File: src/verilog/sbx_pkg.sv
// Constants and types shared by the subtract and decrement-skip datapath
package sbx_pkg;
  // ==========================================================
  // Widths
  localparam int unsigned DW = 8;
  localparam int unsigned FW = 6;

  // ==========================================================
  // Register map, byte addresses
  localparam logic [3:0] ADDR_ACC    = 4'h0;
  localparam logic [3:0] ADDR_STATUS = 4'h4;
  localparam logic [3:0] ADDR_INFO   = 4'h8;

  // ==========================================================
  // Status field positions
  localparam int unsigned F_C  = 0;
  localparam int unsigned F_AC = 1;
  localparam int unsigned F_Z  = 2;
  localparam int unsigned F_OV = 3;
  localparam int unsigned F_SC = 4;
  localparam int unsigned F_CZ = 5;

  // ==========================================================
  // Info field positions
  localparam int unsigned I_BUSY = 0;
  localparam int unsigned I_SKIP = 1;

  // ==========================================================
  // Reset values and decrement step
  localparam logic [7:0] ACC_RST   = 8'h00;
  localparam logic [5:0] FLAG_RST  = 6'h00;
  localparam logic [7:0] DEC_STEP  = 8'h01;

  // ==========================================================
  // Operations
  typedef enum logic [1:0] {
    OP_SUB_BORROW_IMM,
    OP_SUB_BORROW_TO_MEM,
    OP_DEC_SKIP_ZERO,
    OP_DEC_SKIP_ZERO_TO_ACC
  } sbx_op_t;
endpackage
File: src/verilog/sbx_alu_if.sv
// Operand and result bundle between the sequencer and the subtractor
`timescale 1ns/1ns
interface sbx_alu_if;
  logic [7:0] a;
  logic [7:0] b;
  logic       carry_in;
  logic [7:0] diff;
  logic       carry_out;
  logic       half_carry;
  logic       arith_wrap_flag;
  logic       signed_carry;

  modport seq (output a, b, carry_in,
               input  diff, carry_out, half_carry, arith_wrap_flag,
                      signed_carry);
  modport alu (input  a, b, carry_in,
               output diff, carry_out, half_carry, arith_wrap_flag,
                      signed_carry);
endinterface

File: src/verilog/sbx_alu.sv
// Eight-bit subtractor with borrow and flag generation
`timescale 1ns/1ns
module sbx_alu (
  sbx_alu_if.alu p
);
  logic [8:0] full;
  logic [4:0] low;
  logic       borrow;

  // ==========================================================
  // Difference a - b - not carry, two's complement
  assign borrow = ~p.carry_in;
  assign full = {1'b0, p.a} - {1'b0, p.b} - {8'h00, borrow};
  assign low  = {1'b0, p.a[3:0]} - {1'b0, p.b[3:0]} - {4'h0, borrow};
  assign p.diff       = full[7:0];
  assign p.carry_out  = ~full[8];
  assign p.half_carry = ~low[4];
  assign p.arith_wrap_flag = (p.a[7] ^ p.b[7]) & (p.a[7] ^ full[7]);
  assign p.signed_carry    = (p.a[7] ^ p.b[7]) & (p.a[7] ^ full[7])
                             ^ full[7];
endmodule

File: src/verilog/sbx_exec.sv
// Execution unit for subtract-with-borrow and decrement-skip instructions
`timescale 1ns/1ns
module sbx_exec (
  // Clock and reset
  input  wire logic        clk_i,
  input  wire logic        rst_i,
  // Wishbone slave
  input  wire logic        wb_cyc_i,
  input  wire logic        wb_stb_i,
  input  wire logic        wb_we_i,
  input  wire logic [3:0]  wb_adr_i,
  input  wire logic [3:0]  wb_sel_i,
  input  wire logic [31:0] wb_dat_i,
  output logic      [31:0] wb_dat_o,
  output logic             wb_ack_o,
  // Instruction request from decoder
  input  wire logic        exec_valid_i,
  input  wire logic [1:0]  exec_op_i,
  input  wire logic [7:0]  exec_imm_i,
  input  wire logic [7:0]  mem_rdata_i,
  output logic             exec_ready_o,
  // Data memory write and sequencer feedback
  output logic             mem_we_o,
  output logic      [7:0]  mem_wdata_o,
  output logic             skip_o,
  output logic             dummy_o,
  // Core state
  output logic      [7:0]  acc_o,
  output logic      [5:0]  flags_o
);
  typedef enum logic [0:0] {
    ST_RUN,
    ST_DUMMY
  } sbx_state_t;

  sbx_state_t       state_q;
  logic       [7:0] acc_q;
  logic       [5:0] flags_q;
  logic             last_skip_q;
  logic             mem_we_q;
  logic       [7:0] mem_wdata_q;
  logic             skip_q;
  logic             wb_ack_q;
  logic      [31:0] wb_dat_q;
  sbx_pkg::sbx_op_t op;
  logic             take;
  logic             is_sub;
  logic             zero;
  logic             wb_wr;
  logic             ready_q;
  logic             dummy_q;
  logic             skip_hit;
  logic       [5:0] sub_flags;

  sbx_alu_if alu_bus ();

  sbx_alu u_alu (
    .p (alu_bus.alu)
  );

  // ==========================================================
  // Operand selection
  assign op   = sbx_pkg::sbx_op_t'(exec_op_i);
  assign take = exec_valid_i && (state_q == ST_RUN);
  assign is_sub = (op == sbx_pkg::OP_SUB_BORROW_IMM) ||
                  (op == sbx_pkg::OP_SUB_BORROW_TO_MEM);

  always_comb begin
    if (is_sub) begin
      alu_bus.a        = acc_q;
      alu_bus.carry_in = flags_q[sbx_pkg::F_C];
      if (op == sbx_pkg::OP_SUB_BORROW_IMM) begin
        alu_bus.b = exec_imm_i;
      end else begin
        alu_bus.b = mem_rdata_i;
      end
    end else begin
      alu_bus.a        = mem_rdata_i;
      alu_bus.b        = sbx_pkg::DEC_STEP;
      alu_bus.carry_in = 1'b1;
    end
  end

  assign zero = (alu_bus.diff == 8'h00);
  assign skip_hit = take && !is_sub && zero;

  always_comb begin
    sub_flags                      = 6'h00;
    sub_flags[sbx_pkg::F_C]        = alu_bus.carry_out;
    sub_flags[sbx_pkg::F_AC]       = alu_bus.half_carry;
    sub_flags[sbx_pkg::F_Z]        = zero;
    sub_flags[sbx_pkg::F_OV]       = alu_bus.arith_wrap_flag;
    sub_flags[sbx_pkg::F_SC]       = alu_bus.signed_carry;
    sub_flags[sbx_pkg::F_CZ]       = zero & flags_q[sbx_pkg::F_Z];
  end

  assign wb_wr = wb_cyc_i && wb_stb_i && wb_we_i && wb_ack_q &&
                 wb_sel_i[0];

  // ==========================================================
  // Skip sequencer
  always_ff @(posedge clk_i) begin
    if (rst_i) begin
      state_q <= ST_RUN;
    end else begin
      unique case (state_q)
        ST_RUN: begin
          if (take && !is_sub && zero) begin
            state_q <= ST_DUMMY;
          end
        end
        ST_DUMMY: begin
          state_q <= ST_RUN;
        end
      endcase
    end
  end

  always_ff @(posedge clk_i) begin
    if (rst_i) begin
      skip_q      <= 1'b0;
      last_skip_q <= 1'b0;
    end else begin
      skip_q <= take && !is_sub && zero;
      if (take && !is_sub) begin
        last_skip_q <= zero;
      end
    end
  end

  // ==========================================================
  // Accumulator
  always_ff @(posedge clk_i) begin
    if (rst_i) begin
      acc_q <= sbx_pkg::ACC_RST;
    end else if (take && (op == sbx_pkg::OP_SUB_BORROW_IMM ||
                          op == sbx_pkg::OP_DEC_SKIP_ZERO_TO_ACC)) begin
      acc_q <= alu_bus.diff;
    end else if (wb_wr && wb_adr_i == sbx_pkg::ADDR_ACC) begin
      acc_q <= wb_dat_i[7:0];
    end
  end

  // ==========================================================
  // Status flags
  always_ff @(posedge clk_i) begin
    if (rst_i) begin
      flags_q <= sbx_pkg::FLAG_RST;
    end else if (take && is_sub) begin
      flags_q <= sub_flags;
    end else if (wb_wr && wb_adr_i == sbx_pkg::ADDR_STATUS) begin
      flags_q <= wb_dat_i[5:0];
    end
  end

  // ==========================================================
  // Data memory write
  always_ff @(posedge clk_i) begin
    if (rst_i) begin
      mem_we_q    <= 1'b0;
      mem_wdata_q <= 8'h00;
    end else begin
      mem_we_q <= take && (op == sbx_pkg::OP_SUB_BORROW_TO_MEM ||
                           op == sbx_pkg::OP_DEC_SKIP_ZERO);
      if (take) begin
        mem_wdata_q <= alu_bus.diff;
      end
    end
  end

  // ==========================================================
  // Wishbone read and acknowledge
  always_ff @(posedge clk_i) begin
    if (rst_i) begin
      wb_ack_q <= 1'b0;
      wb_dat_q <= 32'h0000_0000;
    end else begin
      wb_ack_q <= wb_cyc_i && wb_stb_i && !wb_ack_q;
      unique case (wb_adr_i)
        sbx_pkg::ADDR_ACC:    wb_dat_q <= {24'h000000, acc_q};
        sbx_pkg::ADDR_STATUS: wb_dat_q <= {26'h0, flags_q};
        sbx_pkg::ADDR_INFO:   wb_dat_q <= {30'h0, last_skip_q,
                                           state_q == ST_DUMMY};
        default:              wb_dat_q <= 32'h0000_0000;
      endcase
    end
  end

  // ==========================================================
  // Ready and dummy-cycle outputs
  always_ff @(posedge clk_i) begin
    if (rst_i) begin
      ready_q <= 1'b1;
      dummy_q <= 1'b0;
    end else begin
      ready_q <= !skip_hit;
      dummy_q <= skip_hit;
    end
  end

  // ==========================================================
  // Outputs
  assign wb_ack_o     = wb_ack_q;
  assign wb_dat_o     = wb_dat_q;
  assign exec_ready_o = ready_q;
  assign mem_we_o     = mem_we_q;
  assign mem_wdata_o  = mem_wdata_q;
  assign skip_o       = skip_q;
  assign dummy_o      = dummy_q;
  assign acc_o        = acc_q;
  assign flags_o      = flags_q;
endmodule

File: config.mk
export PLATFORM = sky130hd
export DESIGN_NAME = sbx_exec
export DESIGN_NICKNAME = d
export VERILOG_FILES = /design/src/verilog/sbx_pkg.sv /design/src/verilog/sbx_alu_if.sv /design/src/verilog/sbx_alu.sv /design/src/verilog/sbx_exec.sv
export SDC_FILE = /design/constraint.sdc
export NUM_CORES = 1
export LEC_CHECK = 0
export ABC_AREA = 1
export BUFFER_PORTS_ARGS = -buffer_cell sky130_fd_sc_hd__clkbuf_2
export CORE_ASPECT_RATIO = 1.25
export CORE_MARGIN = 2
export CORE_UTILIZATION = 30
export CTS_BUF_LIST = sky130_fd_sc_hd__clkbuf_16
export CTS_CLUSTER_SIZE = 12
export DETAILED_ROUTE_END_ITERATION = 10
export GPL_TIMING_DRIVEN = 0
export PLACE_DENSITY = 0.59
export SYNTH_ARGS = -nofsm -noshare
export SYNTH_HDL_FRONTEND = slang
export SYNTH_HIERARCHICAL = 1
export SYNTH_SLANG_ARGS = --single-unit
File: constraint.sdc
create_clock -name clk_i -period 8 [get_ports clk_i]
set_input_delay 0.4 -clock clk_i [delete_from_list [all_inputs] [get_ports clk_i]]
set_output_delay 0.4 -clock clk_i [all_outputs]
set_load 0.01 [all_outputs]
After elaboration in Yosys (flattened, before gate mapping) --
Index checks and enable logic that the tools add are counted.
Storage, ports and cells: ROM bits 0, latch bits 0, input port bits 64, flip-flop bits (word level) 60, memories kept 0, output and inout port bits 59, word-level logic and storage cells 63, memory bits (writable) 0
Cells by class: shifts and indexed selects 0, multipliers 0, bitwise logic cells 9, magnitude comparators 0, $add $sub $neg 4, mux-type cells 11, eq/ne operators 5, reductions and logical operators 24, div/mod/pow operators 0
Operator list (count):
- 8-bit 2-to-1 mux | 5
- 8-bit case mux with 3 select lines | 1
- 1-bit logical AND | 13
- 6-bit 2-to-1 mux | 2
- 8-bit by 8-bit subtractor with 9-bit output | 1
- 9-bit by 1-bit subtractor with 9-bit output | 1
- 8-bit zero test | 1
- 4-bit by 4-bit subtractor with 5-bit output | 1
- 5-bit by 1-bit subtractor with 5-bit output | 1
- 2-bit == test, second input constant | 2
- 4-bit by 3-bit == test with 1-bit output, second input constant | 1
- 4-bit == test, second input constant | 1
- 4-bit zero test | 1
- 1-bit inverter | 4
- 2-bit nonzero test | 2
- 1-bit zero test | 3
- 1-bit logical OR | 3
- 1-bit bitwise XOR | 3
- 1-bit bitwise AND | 2
- 2-bit by 1-bit == test with 1-bit output, second input constant | 1
- 2-bit zero test | 1
- 1-bit 2-to-1 mux | 2
- 1-bit case mux with 2 select lines | 1

Longest topological paths before layout --
Gate-level depths: netlist (run 1).
word-level depth 9, mapped depth 26, gate-level depth less buffers 23

Modules after synthesis --
Netlist (run 1), hierarchy kept.
By module, submodules not included:
- sbx_exec | area each 2148.3 µm², times used 1, cells each 315, sequential area each 720.7 µm²
- sbx_alu | area each 599.3 µm², times used 1, cells each 96, sequential area each 0.0 µm²

Worst setup path after synthesis (run 1) --
Ideal clock, no wire load.
path kind input to register, start point in exec_op_i[1], end point reg flags_q[5], in the netlist flags_o[5], path slack 4.850 ns, data required time 7.936 ns, setup time 0.064 ns, arrival 3.086 ns, path buffers 3, stages 21, path through inv_1 > ha_1 > buf_6 > nor2_4 > buf_6 > buf_2 > o21ai_0 > inv_1 > fa_1 > fa_1 > nand2_1 > a21o_1 > a21oi_1 > xnor2_1 > nor2_1 > nand2_1 > nor2_1 > nand2_1 > nor2_1 > nor2_1 > nor2_1
On the way: cells in the longest elaborated chain, start to end 8, elaborated cells on any way between the ends 15, those cells by class 2 x add/sub; 1 x eq/ne; 5 x mux; 2 x bitwise; 5 x reduce/logical
Ends and longest elaborated chain:
- from (decl) | RTL line sbx_exec.sv:18 | input wire logic [1:0] exec_op_i,
- 2-bit by 1-bit == test with 1-bit output or 2-bit zero test (tied branches) | RTL line sbx_exec.sv:66, sbx_exec.sv:65
- 1-bit logical OR (*) | RTL line sbx_exec.sv:65 | assign is_sub = (op == sbx_pkg::OP_SUB_BORROW_IMM) ||
- 8-bit 2-to-1 mux (*) | RTL line sbx_exec.sv:69 | if (is_sub) begin
- via alu_bus.a[0] | RTL line sbx_alu_if.sv:4 | logic [7:0] a;
- 8-bit by 8-bit subtractor with 9-bit output (*) | RTL line sbx_alu.sv:13 | assign full = {1'b0, p.a} - {1'b0, p.b} - {8'h00, borrow};
- 9-bit by 1-bit subtractor with 9-bit output (*) | RTL line sbx_alu.sv:13
- via alu_bus.diff[6] | RTL line sbx_alu_if.sv:7 | logic [7:0] diff;
- 8-bit zero test (*) | RTL line sbx_exec.sv:84 | assign zero = (alu_bus.diff == 8'h00);
- 1-bit bitwise AND (*) | RTL line sbx_exec.sv:94 | sub_flags[sbx_pkg::F_CZ] = zero & flags_q[sbx_pkg::F_Z];
- 6-bit 2-to-1 mux (*) | RTL line sbx_exec.sv:149 | end else if (take && is_sub) begin
- to (signal assigned) | RTL line sbx_exec.sv:148 | flags_q <= sbx_pkg::FLAG_RST;
- to (signal assigned) | RTL line sbx_exec.sv:150 | flags_q <= sub_flags;
- to (signal assigned) | RTL line sbx_exec.sv:152 | flags_q <= wb_dat_i[5:0];
- to (decl) | RTL line sbx_exec.sv:38 | logic [5:0] flags_q;
Mark *: on every way through the listed nets, which the timed path passes. The rest lies on a longest branch. A chain may end at the register's enable or synchronous reset.

Worst setup path after layout (run 1) --
Ends and elaborated chain as after synthesis.

==> results of run 1 <==
worst min path at each step:
stage                           to  slack, ns        start  cells after the start
floorplan              last_skip_q       0.45  last_skip_q                      2
global placement       last_skip_q       0.46  last_skip_q                      2
detailed placement     last_skip_q       0.47  last_skip_q                      2
CTS                 mem_wdata_o[2]       0.35        rst_i                      2
global route        mem_wdata_o[2]       0.36        rst_i                      2
finish              mem_wdata_o[2]       0.35        rst_i                      2
power by group through the flow:
| stage | logic, µW | registers, µW | clock network (µW) |
|---|---|---|---|
| 3_5_place_dp | 239 | 205 | 0 |
| 3_3_place_gp | 238 | 204 | 0 |
| 4_1_cts | 241 | 201 | 219 |
| 2_1_floorplan | 167 | 209 | 0 |
| 5_1_grt | 273 | 202 | 226 |
| 6_report | 239 | 201 | 216 |
state kept, by name, summed over array words and instances (netlist names):
register      cells
flags_o           6
exec_ready_o      1
wb_ack_o          1
wb_dat_o          8
mem_wdata_o       8
last_skip_q       1
mem_we_o          1
acc_o             8
dummy_o           1
state_q           1
layer usage:
| metal | track usage | part of all wire |
|---|---|---|
| met1 | 0.153 | 0.39 |
| met2 | 0.275 | 0.53 |
| met3 | 0.0276 | 0.057 |
| met4 | 0.0687 | 0.031 |
| met5 | 0 | 0 |
cell families (layout without fill, tap and decap cells):
| kind of cell | after synthesis | count (layout) |
|---|---|---|
| AND/OR/NAND/NOR | 180 | 180 |
| buffers and inverters | 107 | 186 |
| adder cells (fa/ha/maj) | 18 | 18 |
| AO/OA/AOI/OAI | 62 | 62 |
| XOR/XNOR | 7 | 7 |
| other | 1 | 24 |
| flip-flops | 36 | 36 |
final cells by class:
type | count | area (µm²) | area share
clock inverters | 3 | 38.8 | 0.0111
clock buffers | 5 | 125 | 0.0357
well taps | 123 | 154 | 0.0439
inverters | 70 | 270 | 0.0771
repair buffers | 71 | 355 | 0.101
plain buffers | 37 | 282 | 0.0803
flip-flops and latches | 36 | 721 | 0.205
multi-input cells | 291 | 1560 | 0.445
through the flow:
step | hold slack (ns) | instance area [µm²] | util | cells | worst slack [ns]
final | 0.345 | 3510 | 0.388 | 636 | 4.56
after CTS | 0.349 | 3510 | 0.388 | 636 | 4.51
after floorplan | 0.447 | 2830 | - | 434 | 4.85
after detailed placement | 0.473 | 3340 | 0.370 | 628 | 4.25
after global routing | 0.363 | 3510 | 0.388 | 636 | 4.26
after global placement | 0.464 | 3340 | 0.370 | 628 | 4.30
cell usage in the layout, fill, tap and decap left out, drive strengths merged, types with 2 or more instances in the layout:
cell	instances
a21o	2
a21oi	30
buf	35
clkbuf	78
conb	24
dfxtp	36
fa	2
ha	16
inv	71
nand2	95
nand3	27
nor2	49
nor3	7
o211ai	2
o21ai	25
xnor2	3
xor2	4
critical path: stages:
cell and delay (ns):
clkbuf_2 0.08, inv_1 0.06, ha_1 0.16, buf_6 0.15, nor2_4 0.05, buf_6 0.14, buf_2 0.18, o21ai_0 0.49
inv_1 0.14, fa_1 0.49, nand2_1 0.09, a21o_1 0.19, a21oi_1 0.10, xnor2_1 0.19, nor2_1 0.13, nand2_1 0.06
nor2_1 0.21, nand2_1 0.11, nor2_1 0.10, nor2_1 0.05, nor2_1 0.08
==> results.sh, run 1 <==
export IMPL_numClockSinks=36
export IMPL_cts_clk_slew_worst_paths_ns=0.05
export IMPL_synthCells=411
export IMPL_synthXorXnorAreaFrac=0.0223
export IMPL_start_util=0.304
export IMPL_cts_root_buf="clkbuf_16"
export IMPL_synth_seq_cells=36
export IMPL_num_vias=2684
export IMPL_synth_top_family_by_area="simple AND/OR/NAND/NOR gates"
export IMPL_synth_cell_types=38
export IMPL_diodes=0
export IMPL_cts_buffers_inserted=5
export IMPL_r2r_end="flags_o[5]"
export IMPL_post_drt_via_cell_ratio=4.22
export IMPL_core_area_um2=9030
export IMPL_synthArstFlopShare=0
export IMPL_finClkSkew_ns=0.00553
export IMPL_tns_ns=0
export IMPL_synth_edff_count=0
export IMPL_min_period_ns=3.44
export IMPL_cts_tree="yes"
export IMPL_yosysMostFrequentCell="nand2_1"
export IMPL_syn_avg_cell_area_um2=6.69
export IMPL_clock_fmax_mhz=290
export IMPL_wirelength_mm=7.24
export IMPL_synthSimpleGateAreaFrac=0.306
export IMPL_crit_end="flags_o[5]"
export IMPL_slew_headroom=0.605
export IMPL_p_int_uw=429
export IMPL_synth_area_leader_cell="dfxtp_1"
export IMPL_tightest_slew_ns=0.587
export IMPL_ys_warn_count=6
export IMPL_irDropWorstVdd_mv=0.0837
export IMPL_post_cts_resized=0
export IMPL_path_class="input port to flop"
export IMPL_finalSetupViolCount=0
export IMPL_netlist_area_um2=2750
export IMPL_gr_total_overflow=0
export IMPL_pin_count=123
export IMPL_crit_start="exec_op_i[1]"
export IMPL_synthAdderAreaFrac=0.0874
export IMPL_wl_per_cell_um=11.4
export IMPL_hold_violations=0
export IMPL_die_height_um=111
export IMPL_worstSetupEndpointType="flop"
export IMPL_p_leak_uw=0.00197
export IMPL_row_count=39
export IMPL_remaining_drc_errors=0
export IMPL_worst_ep_arrival_time_ns=3.66
export IMPL_p_total_uw=656
export IMPL_grt_max_degree=12
export IMPL_dr_first_iter_drc_count=101
export IMPL_clkLatencyLatePin_ns=0.28
export IMPL_ys_top_cells_by_count="85 x nand2_1, 66 x inv_1, 43 x nor2_1"
export IMPL_grt_use_total=0.148
export IMPL_muxShareOfSynthArea=0
export IMPL_grt_first_pass_wirelength_mm=11.4
export IMPL_n_fill_cell=962
export IMPL_p_comb_frac=0.365
export IMPL_antenna_left=0
export IMPL_ys_flop_type="dfxtp_1"
export IMPL_first_global_vias=2482
export IMPL_synth_top_area_frac=0.262
export IMPL_drv_cap=0
export IMPL_r2r_start="acc_o[1]"
export IMPL_fp_dieW_um=89.6
export IMPL_seq_power_share=0.306
export IMPL_antenna_found_initial=0
export IMPL_required_ns=8.21
export IMPL_min_path_type="input port to flop"
export IMPL_switching_power_uw=227
export IMPL_die_area_um2=9950
export IMPL_p_sw_frac=0.346
export IMPL_synth_compound_area_frac=0.120
export IMPL_drive_above_1_share=0.267
export IMPL_rsz0062_at_grt="false"
export IMPL_hold_buffers=0
export IMPL_fin_crit_sh=0.431
export IMPL_io_buffers=71
export IMPL_post_cts_buffers=0
export IMPL_finalMaxSlewViolations=0
export IMPL_gp_congestion=0.915
export IMPL_reg2reg_depth=15
export IMPL_rrSetupSlack_ns=5.08
export IMPL_clock_path_buffers=2
export IMPL_power_density_nw_per_um2=187
export IMPL_worstPathMaxFanout=10
export IMPL_startpoint_type="input port"
export IMPL_area_delta_synth_final_pct=27.6
export IMPL_layout_nets=594
export IMPL_synth_seq_area_share=0.262
export IMPL_drtPass1Iterations=4
export IMPL_p_clk_frac=0.329
export IMPL_dp_hpwl_mm=6.20
export IMPL_status="complete, no violations"
export IMPL_htree_levels=2
export IMPL_synthTopCellsByArea="dfxtp_1 26%, nand2_1 12%, inv_1 9.0%"
Note: power is estimated with default switching activity, not from simulation.
==> run 2: changes to the inputs <==
Settings changed: PLACE_DENSITY 0.59 to 0.61.
Clock period 8 ns to 2.9 ns, I/O delays scaled along.
==> run 2 against run 1 <==
Compared with the run above: count of clock-buffer cells in the layout unchanged; sequential cell count did not move; worst hold slack worse by 0.27 ns; register-to-register slack worse by 4.7 ns; non-clock buffer count is 7 higher; first-iteration DRC count rose by 8.9%; global-route usage is 0.14 points higher; clock skew up 0.00080 ns; cell area increased by 5.6%; cell count increased by 1.1%; combinational power grew to 3.2 times the previous value; sequential power rose to 2.7 times the previous value; highest routed layer unchanged.
==> results.sh, run 2 (synthesized netlist as in run 1, its figures left out) <==
export IMPL_p_int_uw=1250
export IMPL_status="complete, no violations"
export IMPL_fp_dieW_um=89.6
export IMPL_antenna_found_initial=0
export IMPL_drtPass1Iterations=4
export IMPL_cts_tree="yes"
export IMPL_gr_total_overflow=0
export IMPL_startpoint_type="input port"
export IMPL_dp_hpwl_mm=6.23
export IMPL_finalSetupViolCount=0
export IMPL_path_cells="clkbuf_2 -> inv_2 -> ha_2 -> buf_6 -> nor2_4 -> buf_8 -> buf_8 -> or2_2 -> inv_2 -> fa_2 -> inv_1 -> ha_1 -> nor2_2 -> nor3_2 -> nor3_2 -> xnor2_1 -> nor2_1 -> nand2_1 -> nor2_4 -> nand2_2 -> nor2_1 -> nor2_1 -> nor2_1"
export IMPL_grt_max_degree=14
export IMPL_p_total_uw=1930
export IMPL_diodes=0
export IMPL_critPathSlowestCell="fa_2"
export IMPL_core_area_um2=9030
export IMPL_gp_congestion=0.917
export IMPL_clkLatencyLatePin_ns=0.28
export IMPL_fin_crit_sh=0.932
export IMPL_dr_first_iter_drc_count=110
export IMPL_grt_first_pass_wirelength_mm=11.6
export IMPL_cts_buffers_inserted=5
export IMPL_layout_nets=601
export IMPL_utilization=0.410
export IMPL_grt_use_total=0.150
export IMPL_row_count=39
export IMPL_hold_buffers=0
export IMPL_area_delta_synth_final_pct=34.7
export IMPL_required_ns=3.12
export IMPL_final_common_cell="nand2_1"
export IMPL_num_vias=2749
export IMPL_switching_power_uw=684
export IMPL_worst_path_buf_inv=7
export IMPL_worstSetupEndpointType="flop"
export IMPL_worst_slack_ns=0.198
export IMPL_die_height_um=111
export IMPL_worst_ep_arrival_time_ns=2.92
export IMPL_pin_count=123
export IMPL_power_density_nw_per_um2=522
export IMPL_wl_per_cell_um=11.5
export IMPL_drive_above_1_share=0.333
export IMPL_cts_root_buf="clkbuf_16"
export IMPL_max_stage_delay_ns=0.57
export IMPL_clock_path_buffers=2
export IMPL_worstPathMaxFanout=8
export IMPL_clock_fmax_mhz=370
export IMPL_p_leak_uw=0.00201
export IMPL_finClkSkew_ns=0.00633
export IMPL_antenna_left=0
export IMPL_hold_violations=0
export IMPL_wirelength_mm=7.40
export IMPL_irDropWorstVdd_mv=0.265
export IMPL_start_util=0.304
export IMPL_numClockSinks=36
export IMPL_p_sw_frac=0.354
export IMPL_path_class="input port to flop"
export IMPL_cp_top_family="simple AND/OR/NAND/NOR gates"
export IMPL_min_path_type="input port to flop"
export IMPL_drv_cap=0
export IMPL_first_global_vias=2609
export IMPL_p_clk_frac=0.317
export IMPL_p_comb_frac=0.398
export IMPL_seq_power_share=0.285
export IMPL_cts_clk_slew_worst_paths_ns=0.06
export IMPL_final_cell_mix="80 x nand2_1, 71 x clkbuf_2, 60 x inv_1"
export IMPL_min_period_ns=2.70
export IMPL_die_area_um2=9950
export IMPL_post_drt_via_cell_ratio=4.28
export IMPL_remaining_drc_errors=0
export IMPL_io_buffers=71
export IMPL_htree_levels=2
export IMPL_finalMaxSlewViolations=0
export IMPL_n_fill_cell=966
export IMPL_dp_slack_ns=-0.597
export IMPL_cp_common_cell="nor2_1"
==> run 2: changes by cell type in the layout (fill, tap and decap cells not counted), sizes merged <==
cell and delta:
buf +7, clkinv -1, clkinvlp +2, inv -1
==> run 2: routing by layer <==
metal,routed length (µm),track usage,vias to the layer above,share of wire
li1,-,-,1447,-
met1,3120,0.171,1205,0.42
met2,3710,0.265,82,0.50
met3,337,0.0216,15,0.046
met4,227,0.0677,0,0.031
met5,0,0,-,0
==> run 2: per-stage QoR <==
stage / setup TNS, ns / instances / cell area [µm²] / hold slack (ns)
final: 0 / 643 / 3700 / 0.0797
after global routing: -0.0318 / 643 / 3700 / 0.0783
after CTS: 0 / 638 / 3560 / 0.0812
after detailed placement: -5.49 / 628 / 3340 / 0.382
after global placement: -4.53 / 628 / 3340 / 0.376
after floorplan: 0 / 434 / 2830 / 0.222
==> run 2: cell type report <==
type | instances | area (µm²) | share of cell area
Buffer | 37 | 299 | 0.0808
Tap cell | 123 | 154 | 0.0416
Clock buffer | 5 | 125 | 0.0338
Clock inverter | 3 | 46.3 | 0.0125
Multi-Input combinational cell | 291 | 1660 | 0.449
Inverter | 70 | 274 | 0.0740
Timing Repair Buffer | 78 | 419 | 0.113
Sequential cell | 36 | 721 | 0.195
==> run 2: repair_timing <==
item,in CTS,in global routing
endpoints found under the hold margin,0,0
resized for setup,9,35
setup endpoints to repair,9,14
pin swaps,1,16
setup buffers,2,5
==> run 2: power groups by stage <==
| stage | logic, µW | clock network (µW) | registers, µW |
|---|---|---|---|
| 3_5_place_dp | 664 | 0 | 563 |
| 6_report | 769 | 613 | 552 |
| 3_3_place_gp | 657 | 0 | 563 |
| 5_1_grt | 863 | 646 | 557 |
| 2_1_floorplan | 461 | 0 | 575 |
| 4_1_cts | 692 | 622 | 553 |
==> run 2: final timing paths <==
path	startpoint	end	slack (ns)	depth (start not counted)
worst max-delay path	exec_op_i[1]	flags_o[5]	0.20	23
worst min-delay path	rst_i	mem_wdata_o[2]	0.08	2
worst max register to register	acc_o[3]	flags_o[5]	0.36	16
worst min register to register	last_skip_q	last_skip_q	0.48	2
